==> config.mk <==
export PLATFORM = sky130hd
export DESIGN_NAME = backplane_protection_switch
export DESIGN_NICKNAME = d
export VERILOG_FILES = /design/src/hdl/backplane_protection_switch.v /design/src/hdl/select_source.v /design/src/hdl/stream_fifo.v
export VERILOG_INCLUDE_DIRS = /design/src /design/src/hdl
export SDC_FILE = /design/constraint.sdc
export NUM_CORES = 1
export LEC_CHECK = 0
export ABC_AREA = 1
export ABC_CLOCK_PERIOD_IN_PS = 11600
export CAP_MARGIN = 20
export CORE_AREA = 2 2 215 217
export DETAILED_ROUTE_END_ITERATION = 16
export DIE_AREA = 0 0 217 219
export DONT_BUFFER_PORTS = 1
export GPL_ROUTABILITY_DRIVEN = 0
export PLACE_DENSITY = 0.78
export SETUP_SLACK_MARGIN = 0.3
export SLEW_MARGIN = 40
export SYNTH_ARGS = -nofsm -noshare
export SYNTH_HDL_FRONTEND = slang
export SYNTH_SLANG_ARGS = --single-unit
==> constraint.sdc <==
create_clock -name ref_clk -period 11.6 [get_ports ref_clk]
set_input_delay 1.74 -clock ref_clk [delete_from_list [all_inputs] [get_ports ref_clk]]
set_output_delay 1.74 -clock ref_clk [all_outputs]
set_load 0.005 [all_outputs]
==> src/hdl/prot_switch_defines.vh <==
// register addresses, field positions and reset values of the protection switch block
// assumes an 8-bit register port with absolute 18-bit addresses
`ifndef PROT_SWITCH_DEFINES_VH
`define PROT_SWITCH_DEFINES_VH

// register port widths
`define REG_ADDR_W 18
`define REG_DATA_W 8

// register addresses
`define ADDR_SCRATCH 18'h30003
`define ADDR_LOCK_MSB 18'h30004
`define ADDR_LOCK_LSB 18'h30005
`define ADDR_CHAN_ENABLE 18'h30006
`define ADDR_SWITCH_STATUS 18'h30007
`define ADDR_DIFF_INPUT_SWITCH_CTRL 18'h30008
`define ADDR_PARALLEL_SWITCH_CTRL 18'h30009
`define ADDR_DIFF_INPUT_SELECT 18'h3000a

// write-protected window
`define ADDR_LOCKED_FIRST 18'h30006
`define ADDR_LOCKED_LAST 18'h300ff

// lock key bytes
`define LOCK_KEY_MSB 8'h05
`define LOCK_KEY_LSB 8'h80

// field positions
`define DIFF_SW_EN_BIT 0
`define PAR_SW_EN_BIT 4
`define STAT_DENIED_BIT 0
`define STAT_UNLOCKED_BIT 1
`define STAT_ALIGN_BIT 2

// reset values
`define RST_SCRATCH 8'h00
`define RST_LOCK 8'h00
`define RST_CHAN_ENABLE 8'h00
`define RST_DIFF_CTRL 8'h00
`define RST_PAR_CTRL 8'h0f
`define RST_DIFF_SELECT 8'h00

// buffering
`define PAIR_FIFO_DEPTH 16
`define PAIR_FIFO_AW 4

`endif

==> src/hdl/backplane_protection_switch.v <==
// receive-side protection switching and channel powerdown for eight backplane channels
// assumes all inputs are synchronous to ref_clk; recovered clocks arrive as one-cycle ticks
`timescale 1ns/1ps
`include "prot_switch_defines.vh"

// Overview of operation
// - disabled channel powered down with its serial macro
// - all channels powered down after reset
// - per-channel parallel and overhead output enables
// - parallel switching only with alignment FIFO used
// - pointer stage bypass leaves parallel switching working
// - select one picks main, zero picks protect
// - pin control switches parallel data only
// - software control switches data and overhead
// - input select zero work, one protect
// - work default; no status for unselected input
// - software enable and per-channel input select bits
// - bypass follows recovered clock, else reference clock
// - control writes only with lock key present
module backplane_protection_switch
#(
	parameter CH = 8,
	parameter PAIRS = 4,
	parameter FIFO_DEPTH = `PAIR_FIFO_DEPTH,
	parameter FIFO_AW = `PAIR_FIFO_AW
)
(
	input wire ref_clk, // reference clock
	input wire rst, // async reset, active high
	input wire reg_wr, // register write strobe
	input wire reg_rd, // register read strobe
	input wire [`REG_ADDR_W-1:0] reg_addr, // absolute register address
	input wire [`REG_DATA_W-1:0] reg_wdata, // write data
	output reg [`REG_DATA_W-1:0] reg_rdata, // read data
	output reg reg_ack, // access done pulse
	input wire align_fifo_bypass, // alignment FIFO bypassed
	input wire pointer_bypass, // pointer stage bypassed
	input wire [CH-1:0] recovered_clk_tick, // per-channel recovered clock tick
	input wire pair_select_a_first, // pair 0 main select
	input wire pair_select_a_second, // pair 1 main select
	input wire pair_select_b_first, // pair 2 main select
	input wire pair_select_b_second, // pair 3 main select
	input wire input_pair_select_ch0, // ch0 protect input select
	input wire input_pair_select_ch1, // ch1 protect input select
	input wire input_pair_select_ch2, // ch2 protect input select
	input wire input_pair_select_ch3, // ch3 protect input select
	input wire input_pair_select_ch4, // ch4 protect input select
	input wire input_pair_select_ch5, // ch5 protect input select
	input wire input_pair_select_ch6, // ch6 protect input select
	input wire input_pair_select_ch7, // ch7 protect input select
	input wire [CH-1:0] work_serial_input, // work serial bits
	input wire [CH-1:0] protect_serial_input, // protect serial bits
	output reg [CH-1:0] cdr_serial_in, // bit fed to recovery
	output reg [CH-1:0] input_select_protect, // protect input in use
	input wire [CH-1:0] framer_status, // framer stream status
	output reg [CH-1:0] work_status, // status of work input
	output reg [CH-1:0] protect_status, // status of protect input
	input wire [CH*8-1:0] ch_data, // aligned bytes per channel
	input wire [CH-1:0] ch_valid, // byte present
	output wire [CH-1:0] ch_ready, // byte taken
	input wire [CH-1:0] serial_overhead_in, // overhead bit per channel
	output reg [CH-1:0] serial_overhead_out, // overhead bit to fabric
	output wire [PAIRS*8-1:0] parallel_out, // pair bytes, pair0 low
	output wire [PAIRS-1:0] parallel_out_valid, // pair byte present
	input wire [PAIRS-1:0] parallel_out_ready, // fabric takes pair byte
	output wire [CH-1:0] parallel_oe, // parallel bus enable
	output wire [CH-1:0] overhead_oe, // overhead output enable
	output wire [CH-1:0] macro_powerdown // serial macro powered down
);
	reg [7:0] scratch_reg; // free scratch byte
	reg [7:0] lock_msb_reg; // lock key high byte
	reg [7:0] lock_lsb_reg; // lock key low byte
	reg [7:0] chan_enable_reg; // channel enables
	reg [7:0] diff_input_switch_ctrl_reg; // input switch software enable
	reg [7:0] parallel_switch_ctrl_reg; // parallel switch control
	reg [7:0] diff_input_select_reg; // input selects from software
	reg denied_reg; // write refused while locked
	reg [7:0] rdata_next; // read mux
	wire unlocked; // key present
	wire locked_addr; // address in protected window
	wire wr_ok; // write allowed
	wire denied_set; // refused write event
	wire denied_clr; // software clears refusal flag
	wire [CH-1:0] diff_pin_sel; // input selects from pins
	wire [PAIRS-1:0] par_pin_sel; // pair selects from pins
	wire [CH-1:0] diff_sel; // input select in force
	wire [PAIRS-1:0] par_sel; // pair select in force
	wire par_sw_en; // software owns pair selects
	wire switch_active; // parallel switching possible
	wire [CH-1:0] enabled; // channel out of powerdown

	assign unlocked = (lock_msb_reg == `LOCK_KEY_MSB) && (lock_lsb_reg == `LOCK_KEY_LSB);
	assign locked_addr = (reg_addr >= `ADDR_LOCKED_FIRST) && (reg_addr <= `ADDR_LOCKED_LAST);
	assign wr_ok = reg_wr && (unlocked || !locked_addr);
	assign denied_set = reg_wr && locked_addr && !unlocked;
	assign denied_clr = wr_ok && (reg_addr == `ADDR_SWITCH_STATUS) && reg_wdata[`STAT_DENIED_BIT];
	assign enabled = chan_enable_reg[CH-1:0];
	assign macro_powerdown = ~enabled;
	assign parallel_oe = enabled;
	assign overhead_oe = enabled;
	assign diff_pin_sel = {input_pair_select_ch7, input_pair_select_ch6, input_pair_select_ch5,
		input_pair_select_ch4, input_pair_select_ch3, input_pair_select_ch2, input_pair_select_ch1,
		input_pair_select_ch0};
	assign par_pin_sel = {pair_select_b_second, pair_select_b_first, pair_select_a_second,
		pair_select_a_first};
	assign par_sw_en = parallel_switch_ctrl_reg[`PAR_SW_EN_BIT];
	// pointer stage bypass does not enter the switching condition
	assign switch_active = !align_fifo_bypass;

	// register writes; lock bytes and scratch are never protected
	always @(posedge ref_clk or posedge rst)
	begin
		if (rst)
		begin
			scratch_reg <= `RST_SCRATCH;
			lock_msb_reg <= `RST_LOCK;
			lock_lsb_reg <= `RST_LOCK;
			chan_enable_reg <= `RST_CHAN_ENABLE;
			diff_input_switch_ctrl_reg <= `RST_DIFF_CTRL;
			parallel_switch_ctrl_reg <= `RST_PAR_CTRL;
			diff_input_select_reg <= `RST_DIFF_SELECT;
		end
		else if (wr_ok)
		begin
			case (reg_addr)
				`ADDR_SCRATCH: scratch_reg <= reg_wdata;
				`ADDR_LOCK_MSB: lock_msb_reg <= reg_wdata;
				`ADDR_LOCK_LSB: lock_lsb_reg <= reg_wdata;
				`ADDR_CHAN_ENABLE: chan_enable_reg <= reg_wdata;
				`ADDR_DIFF_INPUT_SWITCH_CTRL: diff_input_switch_ctrl_reg <= reg_wdata;
				`ADDR_PARALLEL_SWITCH_CTRL: parallel_switch_ctrl_reg <= reg_wdata;
				`ADDR_DIFF_INPUT_SELECT: diff_input_select_reg <= reg_wdata;
				default: scratch_reg <= scratch_reg; // unmapped, nothing stored
			endcase
		end
	end

	// refused-write flag; a new refusal beats a clear
	always @(posedge ref_clk or posedge rst)
	begin
		if (rst)
			denied_reg <= 1'b0;
		else if (denied_set)
			denied_reg <= 1'b1;
		else if (denied_clr)
			denied_reg <= 1'b0;
	end

	// read mux, unused bits and addresses read zero
	always @*
	begin
		rdata_next = 8'h00;
		case (reg_addr)
			`ADDR_SCRATCH: rdata_next = scratch_reg;
			`ADDR_LOCK_MSB: rdata_next = lock_msb_reg;
			`ADDR_LOCK_LSB: rdata_next = lock_lsb_reg;
			`ADDR_CHAN_ENABLE: rdata_next = chan_enable_reg;
			`ADDR_SWITCH_STATUS:
			begin
				rdata_next[`STAT_DENIED_BIT] = denied_reg;
				rdata_next[`STAT_UNLOCKED_BIT] = unlocked;
				rdata_next[`STAT_ALIGN_BIT] = switch_active;
			end
			`ADDR_DIFF_INPUT_SWITCH_CTRL: rdata_next = diff_input_switch_ctrl_reg & 8'h01;
			`ADDR_PARALLEL_SWITCH_CTRL: rdata_next = parallel_switch_ctrl_reg & 8'h1f;
			`ADDR_DIFF_INPUT_SELECT: rdata_next = diff_input_select_reg;
			default: rdata_next = 8'h00; // unmapped reads zero
		endcase
	end

	// read data and acknowledge, one cycle after the strobe
	always @(posedge ref_clk or posedge rst)
	begin
		if (rst)
		begin
			reg_rdata <= 8'h00;
			reg_ack <= 1'b0;
		end
		else
		begin
			reg_ack <= reg_wr || reg_rd;
			if (reg_rd)
				reg_rdata <= rdata_next;
		end
	end

	// differential input select owner
	select_source #(.N(CH), .RESET_SEL({CH{1'b0}})) u_diff_sel
	(
		.ref_clk(ref_clk),
		.rst(rst),
		.sw_en(diff_input_switch_ctrl_reg[`DIFF_SW_EN_BIT]),
		.pin_sel(diff_pin_sel),
		.reg_sel(diff_input_select_reg[CH-1:0]),
		.eff_sel(diff_sel)
	);

	// parallel pair select owner
	select_source #(.N(PAIRS), .RESET_SEL({PAIRS{1'b1}})) u_par_sel
	(
		.ref_clk(ref_clk),
		.rst(rst),
		.sw_en(par_sw_en),
		.pin_sel(par_pin_sel),
		.reg_sel(parallel_switch_ctrl_reg[PAIRS-1:0]),
		.eff_sel(par_sel)
	);

	// input buffer mux ahead of recovery and status gating
	always @(posedge ref_clk or posedge rst)
	begin
		if (rst)
		begin
			cdr_serial_in <= {CH{1'b0}};
			input_select_protect <= {CH{1'b0}};
			work_status <= {CH{1'b0}};
			protect_status <= {CH{1'b0}};
		end
		else
		begin
			input_select_protect <= diff_sel;
			cdr_serial_in <= enabled & ((diff_sel & protect_serial_input) |
				(~diff_sel & work_serial_input));
			work_status <= enabled & ~diff_sel & framer_status;
			protect_status <= enabled & diff_sel & framer_status;
		end
	end

	genvar p;
	generate
		for (p = 0; p < PAIRS; p = p + 1)
		begin : g_pair
			localparam [31:0] FIRST_IDX = 2 * p; // even channel of the pair
			wire use_second; // protect channel chosen
			wire [2:0] src_idx; // channel feeding the pair
			wire src_tick; // source timing strobe
			wire push_valid; // byte offered to buffer
			wire fifo_in_ready; // buffer has room
			wire [7:0] src_byte; // selected byte
			wire ovh_first; // overhead for first channel output
			assign use_second = switch_active && !par_sel[p];
			// odd channel is the even one plus the protect choice
			assign src_idx = {FIRST_IDX[2:1], use_second};
			// bypass runs on the recovered clock of the source, else every reference cycle
			assign src_tick = align_fifo_bypass ? recovered_clk_tick[src_idx] : 1'b1;
			assign src_byte = ch_data[src_idx*8 +: 8];
			assign push_valid = ch_valid[src_idx] && enabled[src_idx] && src_tick;
			// both channels drain while the buffer has room, in bypass the chosen one only on its tick; the unchosen stream is dropped
			assign ch_ready[2*p] = fifo_in_ready && (src_tick || use_second);
			assign ch_ready[2*p+1] = fifo_in_ready && (src_tick || !use_second);
			// software control moves overhead with the data, pin control does not
			assign ovh_first = (use_second && par_sw_en) ? serial_overhead_in[2*p+1] :
				serial_overhead_in[2*p];

			stream_fifo #(.WIDTH(8), .DEPTH(FIFO_DEPTH), .ADDR_W(FIFO_AW)) u_fifo
			(
				.ref_clk(ref_clk),
				.rst(rst),
				.in_valid(push_valid),
				.in_ready(fifo_in_ready),
				.in_data(src_byte),
				.out_valid(parallel_out_valid[p]),
				.out_ready(parallel_out_ready[p]),
				.out_data(parallel_out[p*8 +: 8])
			);

			// overhead bits, silent while powered down; clocked on the reference clock ref_clk
			always @(posedge ref_clk or posedge rst)
			begin
				if (rst)
				begin
					serial_overhead_out[2*p] <= 1'b0;
					serial_overhead_out[2*p+1] <= 1'b0;
				end
				else
				begin
					serial_overhead_out[2*p] <= ovh_first & enabled[2*p];
					serial_overhead_out[2*p+1] <= serial_overhead_in[2*p+1] & enabled[2*p+1];
				end
			end
		end
	endgenerate
endmodule

==> src/hdl/select_source.v <==
// registered choice between pin selects and register selects
// assumes pin selects are synchronous to ref_clk
`timescale 1ns/1ps
module select_source
#(
	parameter N = 8,
	parameter [N-1:0] RESET_SEL = {N{1'b0}}
)
(
	input wire ref_clk, // core clock
	input wire rst, // async reset, active high
	input wire sw_en, // software owns the selects
	input wire [N-1:0] pin_sel, // selects from fabric pins
	input wire [N-1:0] reg_sel, // selects from register
	output reg [N-1:0] eff_sel // select in force
);
	reg [N-1:0] eff_next; // next select

	// pick the owner of the selects
	always @*
	begin
		if (sw_en)
			eff_next = reg_sel;
		else
			eff_next = pin_sel;
	end

	// hold the select in force
	always @(posedge ref_clk or posedge rst)
	begin
		if (rst)
			eff_sel <= RESET_SEL;
		else
			eff_sel <= eff_next;
	end
endmodule

==> src/hdl/stream_fifo.v <==
// flip-flop FIFO with valid/ready on both sides
// assumes DEPTH is a power of two and ADDR_W is log2 of DEPTH
`timescale 1ns/1ps
module stream_fifo
#(
	parameter WIDTH = 9,
	parameter DEPTH = 16,
	parameter ADDR_W = 4
)
(
	input wire ref_clk, // core clock
	input wire rst, // async reset, active high
	input wire in_valid, // write side offers a word
	output wire in_ready, // room for a word
	input wire [WIDTH-1:0] in_data, // word to store
	output wire out_valid, // a word is waiting
	input wire out_ready, // read side takes the word
	output wire [WIDTH-1:0] out_data // oldest word
);
	localparam [ADDR_W:0] FULL_COUNT = DEPTH; // occupancy when full

	reg [WIDTH-1:0] mem_reg [0:DEPTH-1]; // storage flops
	reg [ADDR_W-1:0] wr_ptr_reg; // next write slot
	reg [ADDR_W-1:0] rd_ptr_reg; // next read slot
	reg [ADDR_W:0] count_reg; // words held
	wire push; // word accepted
	wire pop; // word handed out

	assign in_ready = (count_reg != FULL_COUNT);
	assign out_valid = (count_reg != {(ADDR_W+1){1'b0}});
	assign push = in_valid && in_ready;
	assign pop = out_valid && out_ready;
	assign out_data = mem_reg[rd_ptr_reg];

	// storage write, no reset needed on data
	always @(posedge ref_clk)
	begin
		if (push)
			mem_reg[wr_ptr_reg] <= in_data;
	end

	// pointers and occupancy
	always @(posedge ref_clk or posedge rst)
	begin
		if (rst)
		begin
			wr_ptr_reg <= {ADDR_W{1'b0}};
			rd_ptr_reg <= {ADDR_W{1'b0}};
			count_reg <= {(ADDR_W+1){1'b0}};
		end
		else
		begin
			if (push)
				wr_ptr_reg <= wr_ptr_reg + 1'b1;
			if (pop)
				rd_ptr_reg <= rd_ptr_reg + 1'b1;
			if (push && !pop)
				count_reg <= count_reg + 1'b1;
			else if (pop && !push)
				count_reg <= count_reg - 1'b1;
		end
	end
endmodule

* Yosys cells after proc, flatten, opt, wreduce, memory -nomap -nowiden *
Memories as Yosys holds them, arrays and structs flattened.
Index checks and enable logic that the tools add are counted.

word-level totals
  register bits after elaboration = 160
  memories = 4
  output and inout bits = 117
  input port bits = 160
  memory bits (writable) = 512

cells by class
  shifts and indexed selects = 4
  add/subtract/negate cells = 16
  reductions and logical operators = 92
  bitwise gates (word level) = 18
  multiplexer cells = 54
  equal/unequal tests = 14
  $lt $le $gt $ge = 6

memories
  name                      words  bits a word  read ports  clocked after Yosys merged registers in  write ports  line              text
  g_pair[0].u_fifo.mem_reg  16     8            1           0                                        1            stream_fifo.v:22  reg [WIDTH-1:0] mem_reg [0:DEPTH-1];
  g_pair[1].u_fifo.mem_reg  16     8            1           0                                        1            stream_fifo.v:22
  g_pair[2].u_fifo.mem_reg  16     8            1           0                                        1            stream_fifo.v:22
  g_pair[3].u_fifo.mem_reg  16     8            1           0                                        1            stream_fifo.v:22

operators with widths
  cell                                                        number
  == test 18 bit (second input constant)                      8
  indexed part select 64 x 7 -> 8 bit                         2
  indexed part select 64 x 5 -> 8 bit                         1
  indexed part select 64 x 6 -> 8 bit                         1
  bitwise AND 8 bit                                           7
  logical AND 1 bit                                           47
  2-to-1 mux 1 bit                                            42
  2-to-1 mux 5 bit                                            8
  adder 4 x 1 -> 4 bit (second input constant)                8
  one-hot mux 5 bit (6 select lines)                          1
  one-hot mux 3 bit (8 select lines)                          1
  adder 5 x 1 -> 5 bit (second input constant)                4
  inequality test 5 bit (second input constant)               4
  nonzero test 5 bit                                          4
  subtractor 5 x 1 -> 5 bit (second input constant)           4
  zero test 1 bit                                             19
  greater-or-equal comparator 18 bit (second input constant)  1
  <= comparator 18 bit (second input constant)                1
  NOT 8 bit                                                   2
  AND reduction 2 bit                                         7
  logical OR 1 bit                                            10
  nonzero test 2 bit                                          5
  bitwise AND 1 bit                                           8
  == test 8 x 3 -> 1 bit (second input constant)              1
  7 further kinds                                             8

* Logic depth before layout (Yosys ltp) *
  word-level depth = 11
  mapped depth = 15

* Hierarchy *
A second synthesis with hierarchy kept.

unflattened totals
  cell total of the unflattened synthesis = 3196
  area total of the unflattened synthesis = 30390.4 um2

modules (own cells, without submodules)
  module                       area an instance (um2)  seq. area each (um2)  times used  cells an instance
  stream_fifo                  6214.7                  4169.0                4           619
  backplane_protection_switch  5064.9                  2407.3                1           667
  select_source (u_diff_sel)   309.0                   200.2                 1           35
  select_source (u_par_sel)    157.7                   105.1                 1           18

* Worst setup path before layout *
OpenSTA, ideal clock, no wires.

  kind = input to output
  from = input port align_fifo_bypass
  to = output port ch_ready[0]
  stages on the path = 3
  data arrival time = 2041 ps
  setup slack = 7819 ps
  buffers on the path = 0
  path through = inv_1 o21ai_0 inv_1

between the ends
  cells in the longest elaborated chain, start to end = 7

ends and longest elaborated chain
  what                                                 line                               text
  start, declared                                      backplane_protection_switch.v:36   input wire align_fifo_bypass,
  zero test 1 bit                                      backplane_protection_switch.v:108  assign switch_active = !align_fifo_bypass;
  logical AND 1 bit                                    backplane_protection_switch.v:241  assign use_second = switch_active && !par_sel[p];
  2-to-1 mux 1 bit (not written as such) (2 in a row)  backplane_protection_switch.v:245  assign src_tick = align_fifo_bypass ? recovered_clk_tick[src_idx] : 1'b1;
  2-to-1 mux 1 bit                                     backplane_protection_switch.v:245
  logical OR 1 bit (*)                                 backplane_protection_switch.v:249  assign ch_ready[2*p] = fifo_in_ready && (src_tick || use_second);
  logical AND 1 bit (*)                                backplane_protection_switch.v:249
  end, declared                                        backplane_protection_switch.v:60   output wire [CH-1:0] ch_ready,

Every way passes the cells marked *; elsewhere a longest branch is shown, timed or not. The select of a mux whose other input is x is not followed.

* Worst setup path after layout *
  from = register g_pair[3].u_fifo.rd_ptr_reg[0]
  to = output port parallel_out[30]

between the ends
  cells in the longest elaborated chain, start to end = 1

ends and longest elaborated chain
  what                    line                              text
  start, declared         stream_fifo.v:24                  reg [ADDR_W-1:0] rd_ptr_reg;
  start signal, assigned  stream_fifo.v:48                  rd_ptr_reg <= {ADDR_W{1'b0}};
  start signal, assigned  stream_fifo.v:56                  rd_ptr_reg <= rd_ptr_reg + 1'b1;
  memory (16 x 8 bit)     --
  end, declared           backplane_protection_switch.v:63  output wire [PAIRS*8-1:0] parallel_out,

Every way passes these cells.

==> results.cfg <==
[cts]
cts_tree = done
ctsRootBufferMaster = clkbuf_16
htree_levels = 3
holdBufCountCts = 0
cts_buffer_depth = 3
cts.sinks = 672
cts_resized = 0
clk_latency_ps = 600
cts_setup_buffers = 0
numCtsBuffers = 68
clk_pin_slew_ps = 50

[setup_path]
crit_chain = buf_4 -> inv_1 -> buf_4 -> o21ai_0 -> o22ai_1 -> o211ai_1 -> o21ai_0
critPathRequiredTime_ps = 9860
slowest_delay_ps = 510
cp-start-kind = flop
cp-startpoint = g_pair[3].u_fifo.rd_ptr_reg[0]$_DFFE_PP0P_
end_kind = output pin
crit_type = flop to output pin
path_max_fanout = 67
timing.rr.start = u_par_sel.eff_sel[2]$_DFF_PP1_
critical_path_arrival_ps = 3220
slowest_stage = inv_1

[grt]
grt-busiest-layer = met2
grt_pass1_vias = 18700
grt_max_degree = 90
use_met1 = 0.374
grt.total_usage = 0.283
grt_util_met2 = 0.475
gr-total-overflow = 0
use_met3 = 0.0510
grt_pass1_wl_microns = 103000
antenna_found_initial = 1

[logic_synthesis]
syn-cell-area_sq_mm = 0.0290
syn_avg_cell_area_sq_um = 11.5
ys_seq_area_frac = 0.669
yosysWarnings = 0
yosysTopAreaCell = edfxtp_1
ys_ff_latch = 672
ys_types = 40
synth_nets = 2728
synth_cells = 2528
synth_top_area_frac = 0.530
synthTopCellsByArea = edfxtp_1 53%, dfrtp_1 13%, nand2_1 5.4%

[worst_hold_path]
hold_class = flop to flop
worstHoldStart = u_diff_sel.eff_sel[2]$_DFF_PP0_

[cells_and_area]
layout_commonest_cell = edfxtp_1
fillers = 3137
finalNetCount = 2674
fin_cells = 3127
drive_above_1_share = 0.0724
fin_area_sq_mm = 0.0314
largest_reg_flops = 512
layout_common_cells = 512 x edfxtp_1, 415 x nand2_1, 269 x nor2_1, 245 x o21ai_0, 166 x inv_1
area_growth_pct = 8.41

[floorplan]
die_area_sq_mm = 0.0475
die_w_microns = 217
row_count = 78
fp.coreArea_sq_mm = 0.0451
die_y_microns = 219
start_util = 0.643
pin_count = 277

[detailed_routing]
ant_nets = 0
vias = 19300
firstDrtPassIters = 5
drc = 0
wl_per_cell_microns = 21.3
wirelength_microns = 66500
drt_iter0_markers = 2024
vias_per_cell = 6.17

[sta]
hold_violations = 0
grt_setup_unrepaired = no
worst_pin_slew_ps = 822
max_slew_margin = 0.450
fin_crit_sh = 0.428
setup_tns_ps = 0
skew_ps = 23.2
fmax_mhz = 202
slew_violations = 0
fin_crit_ps = 4960
finalSetupViolCount = 0

[place]
io_buffers = 0
dp_hpwl_microns = 43700
place_area_sq_mm = 0.0293
placedCellCount = 3004

[pwr]
power.total_mw = 6.90
comb_power_share = 0.264
netSwitchingFraction = 0.337
clock_power_share = 0.306
power_per_cell_area_mw_per_mm2 = 220
leakage_nw = 12.0
seq_power_share = 0.430
power_switching_mw = 2.32
p_int_mw = 4.58
peakVddDrop_uv = 175

[run]
drv_cap = 0

[run_status]
outcome = finished, final reports clean
==> critical path: cells and delay by family (launching register included) <==
family                 cells  cell delay, ps
AOI/OAI and AO/OA          4             840
buffers and inverters      3            1420
DFF                        1             330
==> area by class of cell <==
cell class	instances	area, sq um	share of cell area
flip-flops and latches	672	19400	0.617
multi-input cells	1534	8280	0.263
clock buffers	96	1920	0.0611
well taps	600	751	0.0239
inverters	183	697	0.0222
clock inverters	26	230	0.00732
repair buffers	15	154	0.00490
diodes	1	2.50	0.0000796
==> stage by stage <==
stage | setup WS, ps | hold WS, ps | utilization
2_1_floorplan | 5550 | 388 | -
3_3_place_gp | 6730 | 408 | 0.647
3_5_place_dp | 6630 | 409 | 0.649
4_1_cts | 6650 | 420 | 0.696
5_1_grt | 6440 | 437 | 0.697
6_report | 6640 | 421 | 0.697
==> per-layer routing <==
| metal | wire [microns] | vias to the layer above | share of wire |
|---|---|---|---|
| met5 | 18 | - | 0.00027 |
| met4 | 1960 | 2 | 0.030 |
| met3 | 5460 | 136 | 0.082 |
| met2 | 32800 | 922 | 0.49 |
| met1 | 26300 | 9414 | 0.40 |
| li1 | - | 8825 | - |
==> path summary, 6_finish.rpt <==
| kind | end | slack, ps | cells after the start |
|---|---|---|---|
| max | parallel_out[30] | 6640 | 7 |
| max reg2reg | g_pair[2].u_fifo.count_reg[4]$_DFFE_PP0P_ | 8200 | 13 |
| min reg2reg | input_select_protect[2]$_DFF_PP0_ | 420 | 0 |
| min in group asynchronous | g_pair[3].u_fifo.wr_ptr_reg[0]$_DFFE_PP0P_ | 1080 | 1 |
| max in group asynchronous | g_pair[2].u_fifo.rd_ptr_reg[0]$_DFFE_PP0P_ | 9370 | 2 |
| min | input_select_protect[2]$_DFF_PP0_ | 420 | 0 |
==> power groups by stage <==
stage	logic, mW	clock network, mW	registers, mW
final	1.82	2.11	2.97
after detailed placement	1.79	0	3.01
after global placement	1.62	0	3.06
after floorplan	1.40	0	2.88
after global routing	2.01	2.24	2.99
after CTS	1.81	2.14	2.96
==> cells by family after synthesis <==
logic type	Yosys count	synth area share
xor gates and xnor gates	29	0.00876
adders and majority gates	40	0.0183
buffers and inverters	322	0.0466
DFF	672	0.669
and+or+nand+nor	908	0.133
AOI/OAI and AO/OA	474	0.0952
muxes	83	0.0290
==> Yosys cell counts (all sizes together) <==
master / count
a31oi: 4
xor2: 23
nor3: 6
nand2: 420
a21o: 2
fa: 4
dfstp: 8
edfxtp: 512
o22ai: 8
mux2i: 75
or2: 8
buf: 66
o211ai: 91
ha: 36
xnor2: 6
a21oi: 87
inv: 179
clkinv: 4
nor2: 293
dfrtp: 152
clkbuf: 73
o2111ai: 1
nand4: 82
o21ai: 246
nand3: 95
nor4: 4
mux2: 8
o221ai: 35
Note: power is estimated with default switching activity, not from simulation.
